`src/rtl/chs_defs.svh`:
```
// Constants shared by the card port and the host port.
`ifndef CHS_DEFS_SVH
`define CHS_DEFS_SVH
`define CHS_TF_ADDR_W    3
`define CHS_ADDR_W       11
`define CHS_DATA_W       16
`define CHS_BYTE_W       8
`define CHS_ODD_LO       8
`define CHS_SYNC_STAGES  2
`define CHS_BUF_DEPTH    2
`define CHS_RST_DATA     16'h0000
`define CHS_RST_ADDR     11'h000
`endif

```
`src/rtl/chs_pkg.sv`:
```
// Types shared by the card port and the host port.
package chs_pkg;
  typedef enum logic [2:0] {
    CHS_MODE_MEM = 3'b001,
    CHS_MODE_IO  = 3'b010,
    CHS_MODE_IDE = 3'b100
  } chs_mode_t;
  typedef enum logic [3:0] {
    CHS_H_IDLE   = 4'b0001,
    CHS_H_ASSERT = 4'b0010,
    CHS_H_HOLD   = 4'b0100,
    CHS_H_DONE   = 4'b1000
  } chs_host_state_t;
endpackage

```
`src/rtl/chs_link_if.sv`:
```
// Card edge pins shared by the host end and the card end.
`timescale 1ns/1ps
`default_nettype none
`include "chs_defs.svh"
interface chs_link_if;
  logic [`CHS_ADDR_W-1:0] addr;
  logic [`CHS_DATA_W-1:0] host_data;
  logic                   host_data_oe;
  logic [`CHS_DATA_W-1:0] card_data;
  logic                   card_data_oe;
  logic                   card_sel_low_n;
  logic                   card_sel_high_n;
  logic                   attr_sel_n;
  logic                   output_enable_n;
  logic                   io_read_strobe_n;
  logic                   io_write_strobe_n;
  logic                   ide_mode_select_n;
  logic                   role_select_n;
  logic                   xfer_grant_n;
  logic                   xfer_request;
  logic                   xfer_request_oe;
  logic                   input_ack_n;
  logic                   input_ack_oe;
  modport host (output addr, host_data, host_data_oe, card_sel_low_n, card_sel_high_n,
                attr_sel_n, output_enable_n, io_read_strobe_n, io_write_strobe_n,
                ide_mode_select_n, role_select_n, xfer_grant_n,
                input card_data, card_data_oe, xfer_request, xfer_request_oe,
                input_ack_n, input_ack_oe);
  modport card (input addr, host_data, host_data_oe, card_sel_low_n, card_sel_high_n,
                attr_sel_n, output_enable_n, io_read_strobe_n, io_write_strobe_n,
                ide_mode_select_n, role_select_n, xfer_grant_n,
                output card_data, card_data_oe, xfer_request, xfer_request_oe,
                input_ack_n, input_ack_oe);
endinterface
`default_nettype wire

```
`src/rtl/chs_buf2.sv`:
```
// Two-entry valid/ready buffer for 16-bit words.
`timescale 1ns/1ps
`default_nettype none
`include "chs_defs.svh"
module chs_buf2 (
  input  wire logic                   clk,
  input  wire logic                   rstn,
  input  wire logic [`CHS_DATA_W-1:0] in_data,
  input  wire logic                   in_valid,
  output logic                        in_ready,
  output logic [`CHS_DATA_W-1:0]      out_data,
  output logic                        out_valid,
  input  wire logic                   out_ready
);
  logic [`CHS_DATA_W-1:0] mem_q [`CHS_BUF_DEPTH];
  logic                   wp_q;
  logic                   rp_q;
  logic [1:0]             cnt_q;
  wire                    push = in_valid && in_ready;
  wire                    pop  = out_valid && out_ready;
  assign in_ready  = (cnt_q != 2'h2);
  assign out_valid = (cnt_q != 2'h0);
  assign out_data  = mem_q[rp_q];
  always_ff @(posedge clk or negedge rstn)
  begin
    if (!rstn)
    begin
      wp_q     <= 1'b0;
      rp_q     <= 1'b0;
      cnt_q    <= 2'h0;
      mem_q[0] <= `CHS_RST_DATA;
      mem_q[1] <= `CHS_RST_DATA;
    end
    else
    begin
      if (push)
      begin
        mem_q[wp_q] <= in_data;
        wp_q        <= ~wp_q;
      end
      if (pop)
        rp_q <= ~rp_q;
      cnt_q <= cnt_q + {1'b0, push} - {1'b0, pop};
    end
  end
endmodule
`default_nettype wire

```
`src/rtl/chs_card_port.sv`:
```
// Card end: mode, selects, byte lanes, strobes and DMA handshake.
// Functional notes
// Host leaves input acknowledge open in memory mode.
// Input acknowledge only on selected I/O reads.
// Host may gate input buffers with acknowledge.
// Request raised when card ready to transfer.
// Read strobe reads, write strobe writes during DMA.
// Request held until grant, re-raised if more.
// Request undriven when card not selected.
// Read data driven while read strobe low.
// Card selects choose byte lanes with A0.
// Odd byte steered to low lanes for 8-bit.
// Task file and control block chip selects.
// No chip selects during grant; 16-bit words.
// Role select grounded master, open slave.
// Write data captured on write strobe rising edge.
// Output enable reads memory, info, config.
// In I/O mode output enable reads info/config.
// IDE mode only while mode select low.
// Attribute select high common, low attribute.
// Host asserts grant to start each transfer.
// Task file uses low byte; data 16 bits.
// Three low address lines pick task register.
// Strobes and selects synchronised, edges after.
// I/O strobes and role ignored in memory mode.
`timescale 1ns/1ps
`default_nettype none
`include "chs_defs.svh"
module chs_card_port (
  input  wire logic                      clk,
  input  wire logic                      rstn,
  chs_link_if.card                       link,
  input  wire logic                      dev_selected,
  input  wire logic                      xfer_pending,
  output logic                           xfer_is_read,
  output logic [`CHS_DATA_W-1:0]         rd_word_in_data,
  input  wire logic [`CHS_DATA_W-1:0]    rd_data,
  input  wire logic                      rd_data_valid,
  output logic                           rd_data_ready,
  output logic [`CHS_DATA_W-1:0]         wr_data,
  output logic                           wr_valid,
  input  wire logic                      wr_ready,
  output logic [`CHS_ADDR_W-1:0]         wr_addr,
  output logic [1:0]                     wr_lanes,
  output logic                           wr_is_dma,
  output logic                           sel_taskfile,
  output logic                           sel_ctrl_block,
  output logic                           sel_attr,
  output logic                           sel_info_cfg,
  output logic                           is_master,
  output chs_pkg::chs_mode_t             mode
);
  localparam int NS = 9;
  logic [NS-1:0] s1_q;
  logic [NS-1:0] s2_q;
  logic [NS-1:0] s3_q;
  wire  [NS-1:0] raw = {link.card_sel_low_n, link.card_sel_high_n, link.attr_sel_n,
                        link.output_enable_n, link.io_read_strobe_n,
                        link.io_write_strobe_n, link.ide_mode_select_n,
                        link.role_select_n, link.xfer_grant_n};
  // Two-stage synchroniser; the third stage only feeds edge detection.
  always_ff @(posedge clk or negedge rstn)
  begin
    if (!rstn)
    begin
      s1_q <= '1;
      s2_q <= '1;
      s3_q <= '1;
    end
    else
    begin
      s1_q <= raw;
      s2_q <= s1_q;
      s3_q <= s2_q;
    end
  end
  wire ce1_n   = s2_q[8];
  wire ce2_n   = s2_q[7];
  wire reg_n   = s2_q[6];
  wire oe_n    = s2_q[5];
  wire io_read_strobe_n_n  = s2_q[4];
  wire io_write_strobe_n_n  = s2_q[3];
  wire ide_n   = s2_q[2];
  wire role_n  = s2_q[1];
  wire grant_n = s2_q[0];
  wire wr_rise = s2_q[3] && !s3_q[3];

  function automatic logic [1:0] lanes(input logic c1n, input logic c2n, input logic a0);
    lanes = !c2n ? {1'b1, !c1n && !a0} : (!c1n ? {a0, !a0} : 2'b00);
  endfunction

  wire is_ide = !ide_n;
  wire is_io  = !is_ide && !reg_n && (!io_read_strobe_n_n || !io_write_strobe_n_n);
  assign mode = is_ide ? chs_pkg::CHS_MODE_IDE :
                (is_io ? chs_pkg::CHS_MODE_IO : chs_pkg::CHS_MODE_MEM);
  wire io_en  = (mode != chs_pkg::CHS_MODE_MEM);
  wire grant  = is_ide && !grant_n;
  wire [1:0] pc_lanes = lanes(ce1_n, ce2_n, link.addr[0]);
  wire odd_only = !is_ide && ce2_n && !ce1_n && link.addr[0];
  wire pc_sel   = !is_ide && (pc_lanes != 2'b00);
  // In IDE mode the two card-select pins carry the task-file and control chip selects.
  assign sel_taskfile   = is_ide && !ce1_n && !grant;
  assign sel_ctrl_block = is_ide && !ce2_n && !grant;
  assign sel_attr       = !is_ide && !reg_n;
  assign sel_info_cfg   = pc_sel && !reg_n && !oe_n;
  wire tf_or_cb = sel_taskfile || sel_ctrl_block;
  wire io_rd    = io_en && !io_read_strobe_n_n && (pc_sel || tf_or_cb || grant);
  wire mem_rd   = pc_sel && !oe_n && ((mode == chs_pkg::CHS_MODE_MEM) || !reg_n);
  wire rd_act   = io_rd || mem_rd;
  wire [`CHS_ADDR_W-1:0] dec_addr =
    is_ide ? {{(`CHS_ADDR_W-`CHS_TF_ADDR_W){1'b0}}, link.addr[`CHS_TF_ADDR_W-1:0]}
           : link.addr;

  logic master_q;
  logic req_q;
  logic dma_rd_q;
  logic [`CHS_DATA_W-1:0] rdo_q;
  always_ff @(posedge clk or negedge rstn)
  begin
    if (!rstn)
    begin
      master_q <= 1'b0;
      req_q    <= 1'b0;
      dma_rd_q <= 1'b1;
      rdo_q    <= `CHS_RST_DATA;
    end
    else
    begin
      if (is_ide)
        master_q <= !role_n;
      if (grant)
        req_q <= 1'b0;
      else
        req_q <= is_ide && xfer_pending;
      if (grant && !io_read_strobe_n_n)
        dma_rd_q <= 1'b1;
      else if (grant && !io_write_strobe_n_n)
        dma_rd_q <= 1'b0;
      if (rd_act)
        rdo_q <= rd_data;
    end
  end
  assign is_master       = master_q;
  assign xfer_is_read    = dma_rd_q;
  assign rd_word_in_data = rdo_q;
  assign rd_data_ready   = rd_act;

  // Odd byte is moved to D7..D0 for byte hosts; task file uses the low byte only.
  wire [`CHS_DATA_W-1:0] swapped = {{`CHS_BYTE_W{1'b0}}, rdo_q[`CHS_DATA_W-1:`CHS_ODD_LO]};
  wire [`CHS_DATA_W-1:0] lowbyte = {{`CHS_BYTE_W{1'b0}}, rdo_q[`CHS_BYTE_W-1:0]};
  assign link.card_data = grant ? rdo_q :
                          (tf_or_cb ? lowbyte : (odd_only ? swapped : rdo_q));
  assign link.card_data_oe = rd_act && rd_data_valid;

  assign link.xfer_request    = req_q;
  assign link.xfer_request_oe = is_ide && dev_selected;
  // Acknowledge driven only in I/O mode, low while a selected I/O read is answered.
  assign link.input_ack_oe = (mode == chs_pkg::CHS_MODE_IO);
  assign link.input_ack_n  = !(io_rd && pc_sel);

  // The selects and the attribute select rise with the strobe, so a write is qualified
  // by what stood while the synchronised strobe was still low.
  logic                   wok_q;
  logic                   wgr_q;
  logic                   wodd_q;
  logic [1:0]             wln_q;
  always_ff @(posedge clk or negedge rstn)
  begin
    if (!rstn)
    begin
      wok_q  <= 1'b0;
      wgr_q  <= 1'b0;
      wodd_q <= 1'b0;
      wln_q  <= 2'b00;
    end
    else if (!io_write_strobe_n_n)
    begin
      wok_q  <= io_en && (pc_sel || tf_or_cb || grant);
      wgr_q  <= grant;
      wodd_q <= odd_only;
      wln_q  <= is_ide ? (grant ? 2'b11 : 2'b01) : pc_lanes;
    end
  end
  wire wr_take = wr_rise && wok_q;

  wire [`CHS_DATA_W-1:0] wr_in = wodd_q ? {link.host_data[`CHS_BYTE_W-1:0],
                                             {`CHS_BYTE_W{1'b0}}} : link.host_data;
  chs_buf2 u_wbuf (
    .clk       (clk),
    .rstn      (rstn),
    .in_data   (wr_in),
    .in_valid  (wr_take),
    .in_ready  (),
    .out_data  (wr_data),
    .out_valid (wr_valid),
    .out_ready (wr_ready)
  );
  logic [`CHS_ADDR_W-1:0] wa_q;
  logic [1:0]             wl_q;
  logic                   wd_q;
  always_ff @(posedge clk or negedge rstn)
  begin
    if (!rstn)
    begin
      wa_q <= `CHS_RST_ADDR;
      wl_q <= 2'b00;
      wd_q <= 1'b0;
    end
    else if (wr_take)
    begin
      wa_q <= dec_addr;
      wl_q <= wln_q;
      wd_q <= wgr_q;
    end
  end
  assign wr_addr   = wa_q;
  assign wr_lanes  = wl_q;
  assign wr_is_dma = wd_q;
endmodule
`default_nettype wire

```
`src/flat_wrapper.sv`:
```
// flat-port wrapper written by rule: the top's interface ports become plain ports
module chs_card_port_flat 
  (clk, rstn, dev_selected, xfer_pending, xfer_is_read, rd_word_in_data, rd_data, rd_data_valid, rd_data_ready, wr_data, wr_valid, wr_ready, wr_addr, wr_lanes, wr_is_dma, sel_taskfile, sel_ctrl_block, sel_attr, sel_info_cfg, is_master, mode, link_addr, link_host_data, link_host_data_oe, link_card_sel_low_n, link_card_sel_high_n, link_attr_sel_n, link_output_enable_n, link_io_read_strobe_n, link_io_write_strobe_n, link_ide_mode_select_n, link_role_select_n, link_xfer_grant_n, link_card_data, link_card_data_oe, link_xfer_request, link_xfer_request_oe, link_input_ack_n, link_input_ack_oe);
  chs_link_if link_i ();
  input  wire logic clk;
  input  wire logic rstn;
  input  wire logic dev_selected;
  input  wire logic xfer_pending;
  output logic xfer_is_read;
  output logic [`CHS_DATA_W-1:0] rd_word_in_data;
  input  wire logic [`CHS_DATA_W-1:0] rd_data;
  input  wire logic rd_data_valid;
  output logic rd_data_ready;
  output logic [`CHS_DATA_W-1:0] wr_data;
  output logic wr_valid;
  input  wire logic wr_ready;
  output logic [`CHS_ADDR_W-1:0] wr_addr;
  output logic [1:0] wr_lanes;
  output logic wr_is_dma;
  output logic sel_taskfile;
  output logic sel_ctrl_block;
  output logic sel_attr;
  output logic sel_info_cfg;
  output logic is_master;
  output chs_pkg::chs_mode_t mode;
  input wire logic [$bits(link_i.addr)-1:0] link_addr;
  input wire logic [$bits(link_i.host_data)-1:0] link_host_data;
  input wire logic [$bits(link_i.host_data_oe)-1:0] link_host_data_oe;
  input wire logic [$bits(link_i.card_sel_low_n)-1:0] link_card_sel_low_n;
  input wire logic [$bits(link_i.card_sel_high_n)-1:0] link_card_sel_high_n;
  input wire logic [$bits(link_i.attr_sel_n)-1:0] link_attr_sel_n;
  input wire logic [$bits(link_i.output_enable_n)-1:0] link_output_enable_n;
  input wire logic [$bits(link_i.io_read_strobe_n)-1:0] link_io_read_strobe_n;
  input wire logic [$bits(link_i.io_write_strobe_n)-1:0] link_io_write_strobe_n;
  input wire logic [$bits(link_i.ide_mode_select_n)-1:0] link_ide_mode_select_n;
  input wire logic [$bits(link_i.role_select_n)-1:0] link_role_select_n;
  input wire logic [$bits(link_i.xfer_grant_n)-1:0] link_xfer_grant_n;
  output wire logic [$bits(link_i.card_data)-1:0] link_card_data;
  output wire logic [$bits(link_i.card_data_oe)-1:0] link_card_data_oe;
  output wire logic [$bits(link_i.xfer_request)-1:0] link_xfer_request;
  output wire logic [$bits(link_i.xfer_request_oe)-1:0] link_xfer_request_oe;
  output wire logic [$bits(link_i.input_ack_n)-1:0] link_input_ack_n;
  output wire logic [$bits(link_i.input_ack_oe)-1:0] link_input_ack_oe;
  assign link_i.addr = link_addr;
  assign link_i.host_data = link_host_data;
  assign link_i.host_data_oe = link_host_data_oe;
  assign link_i.card_sel_low_n = link_card_sel_low_n;
  assign link_i.card_sel_high_n = link_card_sel_high_n;
  assign link_i.attr_sel_n = link_attr_sel_n;
  assign link_i.output_enable_n = link_output_enable_n;
  assign link_i.io_read_strobe_n = link_io_read_strobe_n;
  assign link_i.io_write_strobe_n = link_io_write_strobe_n;
  assign link_i.ide_mode_select_n = link_ide_mode_select_n;
  assign link_i.role_select_n = link_role_select_n;
  assign link_i.xfer_grant_n = link_xfer_grant_n;
  assign link_card_data = link_i.card_data;
  assign link_card_data_oe = link_i.card_data_oe;
  assign link_xfer_request = link_i.xfer_request;
  assign link_xfer_request_oe = link_i.xfer_request_oe;
  assign link_input_ack_n = link_i.input_ack_n;
  assign link_input_ack_oe = link_i.input_ack_oe;
  chs_card_port u_core (.clk(clk), .rstn(rstn), .link(link_i), .dev_selected(dev_selected), .xfer_pending(xfer_pending), .xfer_is_read(xfer_is_read), .rd_word_in_data(rd_word_in_data), .rd_data(rd_data), .rd_data_valid(rd_data_valid), .rd_data_ready(rd_data_ready), .wr_data(wr_data), .wr_valid(wr_valid), .wr_ready(wr_ready), .wr_addr(wr_addr), .wr_lanes(wr_lanes), .wr_is_dma(wr_is_dma), .sel_taskfile(sel_taskfile), .sel_ctrl_block(sel_ctrl_block), .sel_attr(sel_attr), .sel_info_cfg(sel_info_cfg), .is_master(is_master), .mode(mode));
endmodule
```
`config.mk`:
```
export PLATFORM = sky130hd
export DESIGN_NAME = chs_card_port_flat
export DESIGN_NICKNAME = d
export VERILOG_FILES = /design/src/rtl/chs_pkg.sv /design/src/rtl/chs_link_if.sv /design/src/rtl/chs_buf2.sv /design/src/rtl/chs_card_port.sv /design/src/flat_wrapper.sv
export VERILOG_INCLUDE_DIRS = /design/src /design/src/rtl
export SDC_FILE = /design/constraint.sdc
export NUM_CORES = 1
export LEC_CHECK = 0
export BUFFER_PORTS_ARGS = -buffer_cell sky130_fd_sc_hd__buf_2
export CORE_AREA = 2 2 116 118
export DETAILED_ROUTE_END_ITERATION = 10
export DIE_AREA = 0 0 118 120
export PLACE_DENSITY = 0.59
export SLEW_MARGIN = 20
export SYNTH_ARGS = -nofsm -noshare
export SYNTH_HDL_FRONTEND = slang
export SYNTH_SLANG_ARGS = --single-unit
```
`constraint.sdc`:
```
create_clock -name clk -period 3.3 [get_ports clk]
set_clock_uncertainty 0.05 [all_clocks]
set_input_delay 0.33 -clock clk [delete_from_list [all_inputs] [get_ports clk]]
set_output_delay 0.33 -clock clk [all_outputs]
set_load 0.02 [all_outputs]
```
==> out/results.ini, run 1 <==
[yosys]
ys_ff_latch=93
yosysWarnings=0
netlist_area_um2=4410
async_flop_share_pct=100
synth_flop_cell=dfrtp_1
synth-edff-count=0
synth.avg_cell_area_um2=11.6
ys_seq_area_share_pct=53.3
yosys.cell_types.count=37
syn_nets=441
syn_inst=380
yosysTopAreaCell=dfrtp_1
synth_top_area_share_pct=41.4
synth.top_cells.by_area=dfrtp_1 41%, mux2_2 16%, dfstp_2 12%

[clock_tree]
cts-hold-fix-buffers=0
clk_latency_ns=0.34
cts_tree=yes
cts_sinks=93
cts.repair.resized=0
cts.reportedPaths.clkPinSlew_ns=0.07
htreeDepth=3
clockRootBuffer=clkbuf_16
numCtsBuffers=9
clock_path_buffers=2
post_cts_buffers=0

[detailed_routing]
vias_per_cell=4.83
drc=0
drt-initial-drc-count=116
antenna_left=0
firstDrtPassIters=4
routedWlPerCell_um=15.7
vias=3328
routed_wl_mm=10.9

[layout]
drive_gt1_share_pct=48.5
antenna_cells=0
final_common_cell=buf_2
most-common-layout-cells=134 x buf_2, 73 x dfrtp_1, 61 x mux2_2
fin_cells=689
fin_nets=569
syn_to_final_growth_pct=26.2

[floorplan]
die_h_um=120
die_area_um2=14200
core_area_um2=13000
num_rows=42
start_util_pct=34.0
die_w_um=118
ioPinCount=137

[place]
portBuffers=135
dp_hpwl_mm=7.37
dp.cells=671
gp_congestion=0.797

[global_route]
grtUsageTotal_pct=15.9
grt_max_degree=80
overflow=0
antenna_found_initial=0
grt_pass1_wl_mm=17.8
grt_pass1_vias=3455

[setup_path]
worstSetupEndpointType=primary output
cp_max_fo=35
startpoint=u_core.s2_q[2]
start_kind=flip-flop
rr_startpoint=u_core.s2_q[3]
worstSetupPathType=reg2out
r2r_setup_slack_ns=1.12
crit_path_end=sel_info_cfg
r2r_end=u_core.u_wbuf.cnt_q[1]
cp.required_ns=2.92
ff2ff_path_depth=8
cp.arrival_ns=2.15

[timing]
period_needed_ns=2.53
setup_viol=0
worst_slew_pin_slew_ns=0.805
fin_crit_sh_pct=76.7
fmaxAchievable_mhz=395
grt_setup_unrepaired=false
relSlewSlack_pct=46.3
slew_violations=0
hold_violations=0
fin_tns_setup_ns=0

[power_and_ir_drop]
p_leak_nw=2.66
max-vdd-ir-drop_uv=288
power_density_nw_per_um2=735

[run]
cap_viol_max_count=0

[outcome]
status=finished clean

[min_path]
hold_path.class=in2reg

[area by class of cell]
cell class / instances / area (µm²)
Multi-Input combinational cell: 239 / 1840
Clock inverter: 5 / 36.3
Tap cell: 176 / 220
Clock buffer: 11 / 275
Timing Repair Buffer: 146 / 776
Sequential cell: 93 / 2350
Inverter: 19 / 71.3
Fill cell: 1285 / 7410
[synthesized netlist by cell type, types with 2 or more instances]
library cell	number
buf_6	3
dfrtp_1	73
and2_1	10
o21a_1	2
clkbuf_1	15
nor2_1	4
inv_1	19
dfstp_2	20
o21ai_0	20
buf_2	7
a2111o_1	16
or2_2	2
ha_1	2
o211ai_1	16
buf_4	3
o31ai_1	4
mux2_1	4
mux2_2	61
nand2b_1	4
xnor2_1	3
nand2_1	41
nor2b_1	12
nand3_1	24
a21oi_1	2
[routing by layer]
layer	part of all wire, %	vias up	wire length [µm]	track usage, %
li1	-	1589	-	-
met4	1.2	0	129	5.80
met3	6.8	10	737	4.85
met1	45	1620	4900	20.2
met2	47	109	5090	25.7
met5	0	-	0	0
[flip-flops by register name, summed over array words and instances, names as in the netlist, 2 cells and up]
register / count
u_core.u_wbuf.mem_q: 32
u_core.wr_lanes: 2
u_core.u_wbuf.cnt_q: 2
u_core.s2_q: 9
u_core.s1_q: 9
u_core.wln_q: 2
u_core.rd_word_in_data: 16
u_core.wr_addr: 11
[critical path, stage by stage (launching register included)]
cell	delay, ns
dfstp_2	0.58
buf_4	0.40
nand2b_1	0.33
nor3_1	0.28
buf_2	0.21
[kinds of logic after synthesis]
| family | after synthesis | share of synthesized area, % |
|---|---|---|
| adder cells (fa/ha/maj) | 2 | 0.567 |
| XOR/XNOR | 4 | 0.794 |
| AND/OR/NAND/NOR | 105 | 12.5 |
| flip-flops | 93 | 53.3 |
| AO/OA/AOI/OAI | 63 | 11.1 |
| multiplexers | 65 | 16.6 |
| buffers and inverters | 48 | 5.05 |
[stage by stage]
stage | total power [mW] | setup WS [ns] | hold slack, ns | instance area (µm²) | util (%)
floorplan | 2.61 | 1.46 | -0.0156 | 4410 | -
detailed placement | 3.07 | 1.09 | 0.297 | 5230 | 40.3
global route | 4.34 | 0.615 | 0.00828 | 5570 | 42.9
finish | 4.09 | 0.768 | 0.0273 | 5570 | 42.9
CTS | 4.15 | 0.709 | 0.0105 | 5540 | 42.7
global placement | 3.04 | 1.12 | 0.296 | 5230 | 40.3
[worst min-delay path by stage]
stage | startpoint | endpoint | cells past startpoint
floorplan | rstn | u_core.is_master | 0
global placement | u_core.s1_q[0] | u_core.s2_q[0] | 0
detailed placement | u_core.s1_q[7] | u_core.s2_q[7] | 0
CTS | link_output_enable_n | u_core.s1_q[5] | 1
global route | link_role_select_n | u_core.s1_q[1] | 1
finish | link_output_enable_n | u_core.s1_q[5] | 1
[report_power, final]
part | internal (mW) | switching, mW
clock | 0.607 | 0.448
combinational | 0.630 | 0.719
sequential | 1.46 | 0.228
total | 2.70 | 1.40
Power figures use the tool's default switching activity.
==> run 2: changes to the inputs <==
==> constraint.sdc (replaced) <==
create_clock -name clk -period 2.6 [get_ports clk]
set_clock_uncertainty 0.05 [all_clocks]
set_input_delay 0.26 -clock clk [delete_from_list [all_inputs] [get_ports clk]]
set_output_delay 0.26 -clock clk [all_outputs]
set_load 0.02 [all_outputs]
==> run 2 against run 1 <==
Die area unchanged. Via count rose by 3.0%. Clock power up 19%.
==> out/results.ini, run 2 (same netlist as run 1, synthesis figures left out) <==
[outcome]
status=finished clean

[detailed_routing]
antenna_left=0
firstDrtPassIters=5
drt-initial-drc-count=148
drc=0
vias=3428
vias_per_cell=4.89
routedWlPerCell_um=16.2
routed_wl_mm=11.4

[min_path]
hold_depth=3
hold_path.startpoint=link_addr[1]
holdPathEnd=u_core.wr_addr[1]
hold_path.class=in2reg

[timing]
setup_slack_ns=0.165
fmaxAchievable_mhz=411
period_needed_ns=2.43
setup_viol=0
grt_setup_unrepaired=false
fin_tns_setup_ns=0
hold_violations=0
worst_slew_pin_slew_ns=0.809
fin_crit_sh_pct=93.6
slew_violations=0
hold_slack_ns=0.0707
relSlewSlack_pct=45.9

[clock_tree]
post_cts_buffers=0
cts_sinks=93
htreeDepth=3
clockRootBuffer=clkbuf_16
numCtsBuffers=9
cts.reportedPaths.clkPinSlew_ns=0.06
clk_latency_ns=0.34
clock_path_buffers=2
cts_tree=yes
cts.repair.resized=0

[layout]
final_common_cell=buf_2
antenna_cells=0
seqCellArea_um2=2350
largest_register_ffs=32
regMostFlops=u_core.u_wbuf.mem_q
multi_input_area_um2=1840
fin_nets=581
most-common-layout-cells=134 x buf_2, 73 x dfrtp_1, 61 x mux2_2
fillerInstances=1274
syn_to_final_growth_pct=28.1
drive_gt1_share_pct=47.6

[setup_path]
cp.arrival_ns=2.12
ff2ff_path_depth=5
worstSetupPathType=reg2out
worstSetupEndpointType=primary output
cp_max_fo=18
r2r_end=u_core.rd_word_in_data[15]
start_kind=flip-flop
r2r_setup_slack_ns=0.62
rr_startpoint=u_core.s2_q[2]
startpoint=u_core.s2_q[2]
cp.required_ns=2.29

[power_and_ir_drop]
seq_power_share_pct=41.9
comb_power_share_pct=33.7
p_int_mw=3.36
swShare_pct=34.3
p_clk_share_pct=24.4
p_leak_nw=2.69
max-vdd-ir-drop_uv=343
switchingPower_mw=1.76
finalPower_mw=5.12
power_density_nw_per_um2=906

[floorplan]
ioPinCount=137
start_util_pct=34.0
die_area_um2=14200
num_rows=42
core_area_um2=13000
die_w_um=118
die_h_um=120

[place]
dp_hpwl_mm=7.69
gp_congestion=0.833
pre_cts_ws_ns=0.517
portBuffers=135

[global_route]
grtUsageTotal_pct=16.8
overflow=0
grt_pass1_vias=3607
grt_max_degree=50
antenna_found_initial=0
grt_pass1_wl_mm=18.7

[run]
cap_viol_max_count=0

## run 2: per-layer routing
layer  track usage [%]  vias to the layer above  routed length, µm
met5                 0                        -                  0
met4              6.10                        0                146
met3              4.18                       10                778
met2              27.4                      147               5360
met1              21.6                     1660               5110
li1                  -                     1611                  -
## run 2: critical path, stage by stage, from the launching register on
cell and delay (ns):
dfstp_2 0.45, o211a_1 0.29, a211oi_4 0.65, or2_2 0.22
buf_2 0.16
## run 2: power by group through the flow
| stage | Clock [mW] | Combinational, mW | Sequential (mW) |
|---|---|---|---|
| 6_report | 1.25 | 1.73 | 2.14 |
| 5_1_grt | 1.35 | 1.88 | 2.21 |
| 4_1_cts | 1.30 | 1.75 | 2.15 |
| 3_5_place_dp | 0 | 1.74 | 2.17 |
| 3_3_place_gp | 0 | 1.72 | 2.14 |
| 2_1_floorplan | 0 | 1.16 | 2.15 |
## run 2: per-stage QoR
step / utilization, % / std cells / cell area [µm²]
after floorplan: - / 380 / 4410
after global placement: 40.6 / 675 / 5270
after detailed placement: 40.6 / 675 / 5270
after CTS: 43.5 / 701 / 5650
after global routing: 43.5 / 701 / 5650
final: 43.5 / 701 / 5650
## run 2: layout make-up
type | count | share of cell area [%]
Clock buffer | 13 | 4.61
Tap cell | 176 | 3.90
Clock inverter | 3 | 0.354
Timing Repair Buffer | 158 | 15.7
Inverter | 19 | 1.26
Multi-Input combinational cell | 239 | 32.5
Sequential cell | 93 | 41.6
## run 2: what timing repair did
action / CTS / global route
hold buffers: 10 / 0
hold endpoints to repair: 55 / 0
endpoints found under the setup margin: 0 / 0
## run 2: worst max path at each step
stage                             endpoint  slack (ns)  depth (start not counted)
global placement             rd_data_ready        0.52                          4
floorplan           u_core.u_wbuf.cnt_q[1]        0.76                          8
detailed placement       link_card_data_oe        0.52                          5
finish                       rd_data_ready        0.17                          4
global route             link_card_data_oe       0.004                          5
CTS                          rd_data_ready        0.13                          4
==> run 3: changes to the inputs <==
--- a/config.mk
+++ b/config.mk
@@ -6,12 +6,13 @@
 export SDC_FILE = /design/constraint.sdc
 export NUM_CORES = 1
 export LEC_CHECK = 0
+export ABC_AREA = 1
 export BUFFER_PORTS_ARGS = -buffer_cell sky130_fd_sc_hd__buf_2
-export CORE_AREA = 2 2 116 118
+export CORE_AREA = 2 2 98 100
 export DETAILED_ROUTE_END_ITERATION = 10
-export DIE_AREA = 0 0 118 120
-export PLACE_DENSITY = 0.59
-export SLEW_MARGIN = 20
+export DIE_AREA = 0 0 100 102
+export PLACE_DENSITY = 0.75
+export SLEW_MARGIN = 0
 export SYNTH_ARGS = -nofsm -noshare
 export SYNTH_HDL_FRONTEND = slang
 export SYNTH_SLANG_ARGS = --single-unit
==> run 3 against run 2 <==
Sequential share of layout area increased by 4.2 points. Final cell count increased by 5.4%. Flip-flop and latch count stayed put. Combinational power hardly changed. Non-clock buffer count shrank 11. Wire length down 15%. First-iteration DRC count decreased by 16%. Total power shrank 7.0%. Die area is 28% lower. Clock-buffer cell count is 4 lower. Critical endpoint unchanged. Largest power group unchanged.
==> out/results.ini, run 3 <==
[outcome]
status=finished clean

[clock_tree]
htreeDepth=3
cts_sinks=93
clockRootBuffer=clkbuf_8
cts.reportedPaths.clkPinSlew_ns=0.10
clk_latency_ns=0.36
numCtsBuffers=9
cts_tree=yes
clock_path_buffers=2

[setup_path]
start_kind=flip-flop
r2r_end=u_core.u_wbuf.cnt_q[1]
r2r_setup_slack_ns=0.81
critPathBufInv=1
cp_top_family=flip-flops
cp.required_ns=2.29
cp.arrival_ns=2.07
rr_startpoint=u_core.s2_q[3]
cp_slowest_cell=dfstp_2
cp_cell_sequence=nand3b_2 -> nand2_4 -> buf_2
worstSetupEndpointType=primary output
slowest_delay_ns=0.76
worstSetupPathType=reg2out
cp_max_fo=19
ff2ff_path_depth=7
startpoint=u_core.s2_q[2]

[timing]
period_needed_ns=2.38
slew_violations=0
hold_violations=0
fin_crit_sh_pct=91.4
hold_slack_ns=0.0390
fmaxAchievable_mhz=421
grt_setup_unrepaired=false
worst_slew_pin_slew_ns=0.827
relSlewSlack_pct=44.8
setup_viol=0
fin_tns_setup_ns=0
setup_slack_ns=0.223

[yosys]
yosys.cell_count.top_type=nand2_1
synth_top_area_share_pct=43.9
async_flop_share_pct=100
ys_seq_area_share_pct=56.5
syn_inst=486
synth.top_cells.by_area=dfrtp_1 44%, nand2_1 20%, dfstp_2 13%
synthTopCellsByCount=225 x nand2_1, 73 x dfrtp_1, 33 x nor2_1
yosysTopAreaCell=dfrtp_1
syn_nets=547
synth.avg_cell_area_um2=8.56
yosysWarnings=0
yosys.cell_types.count=33
synth-edff-count=0
netlist_area_um2=4160
synth_flop_cell=dfrtp_1
ys_ff_latch=93

[power_and_ir_drop]
p_int_mw=2.81
seq_power_share_pct=44.2
max-vdd-ir-drop_uv=454
finalPower_mw=4.76
p_clk_share_pct=19.1
switchingPower_mw=1.95
comb_power_share_pct=36.6
swShare_pct=41.0
power_density_nw_per_um2=927
p_leak_nw=2.90

[floorplan]
die_w_um=100
die_area_um2=10200
num_rows=35
core_area_um2=9110
ioPinCount=137
die_h_um=102
start_util_pct=45.7

[place]
portBuffers=135
pre_cts_ws_ns=0.622
place_area_um2=4850
dp_hpwl_mm=6.88
dp.cells=713
gp_congestion=0.836

[global_route]
grtUsageTotal_pct=20.1
use_met3_pct=3.69
use_met1_pct=25.1
antenna_found_initial=0
grt_pass1_vias=3436
grt_max_degree=54
grt-busiest-layer=met2
grtUsageMet2_pct=35.3
overflow=0
grt_pass1_wl_mm=16.0

[detailed_routing]
vias_per_cell=4.80
routedWlPerCell_um=13.1
antenna_left=0
drt-initial-drc-count=124
firstDrtPassIters=5
drc=0
routed_wl_mm=9.67
vias=3548

[min_path]
holdPathEnd=u_core.wr_addr[1]
hold_path.startpoint=link_addr[1]
hold_depth=3
hold_path.class=in2reg

[layout]
antenna_cells=0
fin_area_um2=5130
fin_cells=739
syn_to_final_growth_pct=23.4
drive_gt1_share_pct=31.2
final_common_cell=nand2_1
final_core_util_pct=56.4
regMostFlops=u_core.u_wbuf.mem_q
largest_register_ffs=32
most-common-layout-cells=225 x nand2_1, 134 x buf_2, 73 x dfrtp_1
fin_nets=684

[run]
cap_viol_max_count=0

[run 3: cell count changes after synthesis, moves of 8 or more]
cell      change
a2111o_1     -16
a21oi_1       +8
and2_1        -9
clkbuf_1     -10
inv_1        +10
mux2_2       -61
nand2_1     +184
nand3_1       -8
nor2_1       +29
nor2b_1      -12
o211ai_1     -16
[run 3: worst reg2reg max path: cells and delay by family, from the launching register on]
family,cells,cell delay [ns]
and+or+nand+nor,3,0.35
buffers and inverters,1,0.04
xor gates and xnor gates,1,0.12
DFF,1,0.66
adders and majority gates,2,0.48
[run 3: kinds of logic after synthesis]
| family | share of synthesized area [%] |
|---|---|
| and+or+nand+nor | 30.4 |
| DFF | 56.5 |
| buffers and inverters | 6.77 |
| xor gates and xnor gates | 0.632 |
| adders and majority gates | 0.601 |
| AOI/OAI and AO/OA | 5.08 |
[run 3: layout make-up]
type                       instances  area [µm²]
sequential                        93        2350
tap                              111         139
timing repair buffer             147         806
multi-input combinational        339        1530
clock buffer                       9         124
fill                             835        3970
clock inverter                     7        63.8
inverter                          33         124
[run 3: what timing repair did]
item	in CTS	in global routing
buffers inserted	0	0
hold buffers	10	0
endpoints found under the setup margin	0	0
resized for setup	0	0
hold endpoints to repair	40	0
[run 3: worst max-delay path by stage]
stage,slack [ns],endpoint,depth (start not counted)
final,0.22,rd_data_ready,3
after global routing,0.07,rd_data_ready,3
after CTS,0.20,rd_data_ready,3
after detailed placement,0.62,rd_data_ready,3
after global placement,0.63,rd_data_ready,3
after floorplan,0.80,mode[1],5
[run 3: routing by layer]
layer / up-vias / share of wire [%]
li1: 1762 / -
met1: 1662 / 44
met2: 113 / 50
met3: 11 / 5.3
met4: 0 / 1.3
met5: - / 0
[run 3: power by group through the flow]
stage	clock, mW	combinational (mW)	sequential, mW
3_3_place_gp	0	1.71	2.10
3_5_place_dp	0	1.75	2.13
5_1_grt	1.01	1.94	2.16
6_report	0.911	1.74	2.11
2_1_floorplan	0	1.11	2.17
4_1_cts	0.951	1.77	2.11
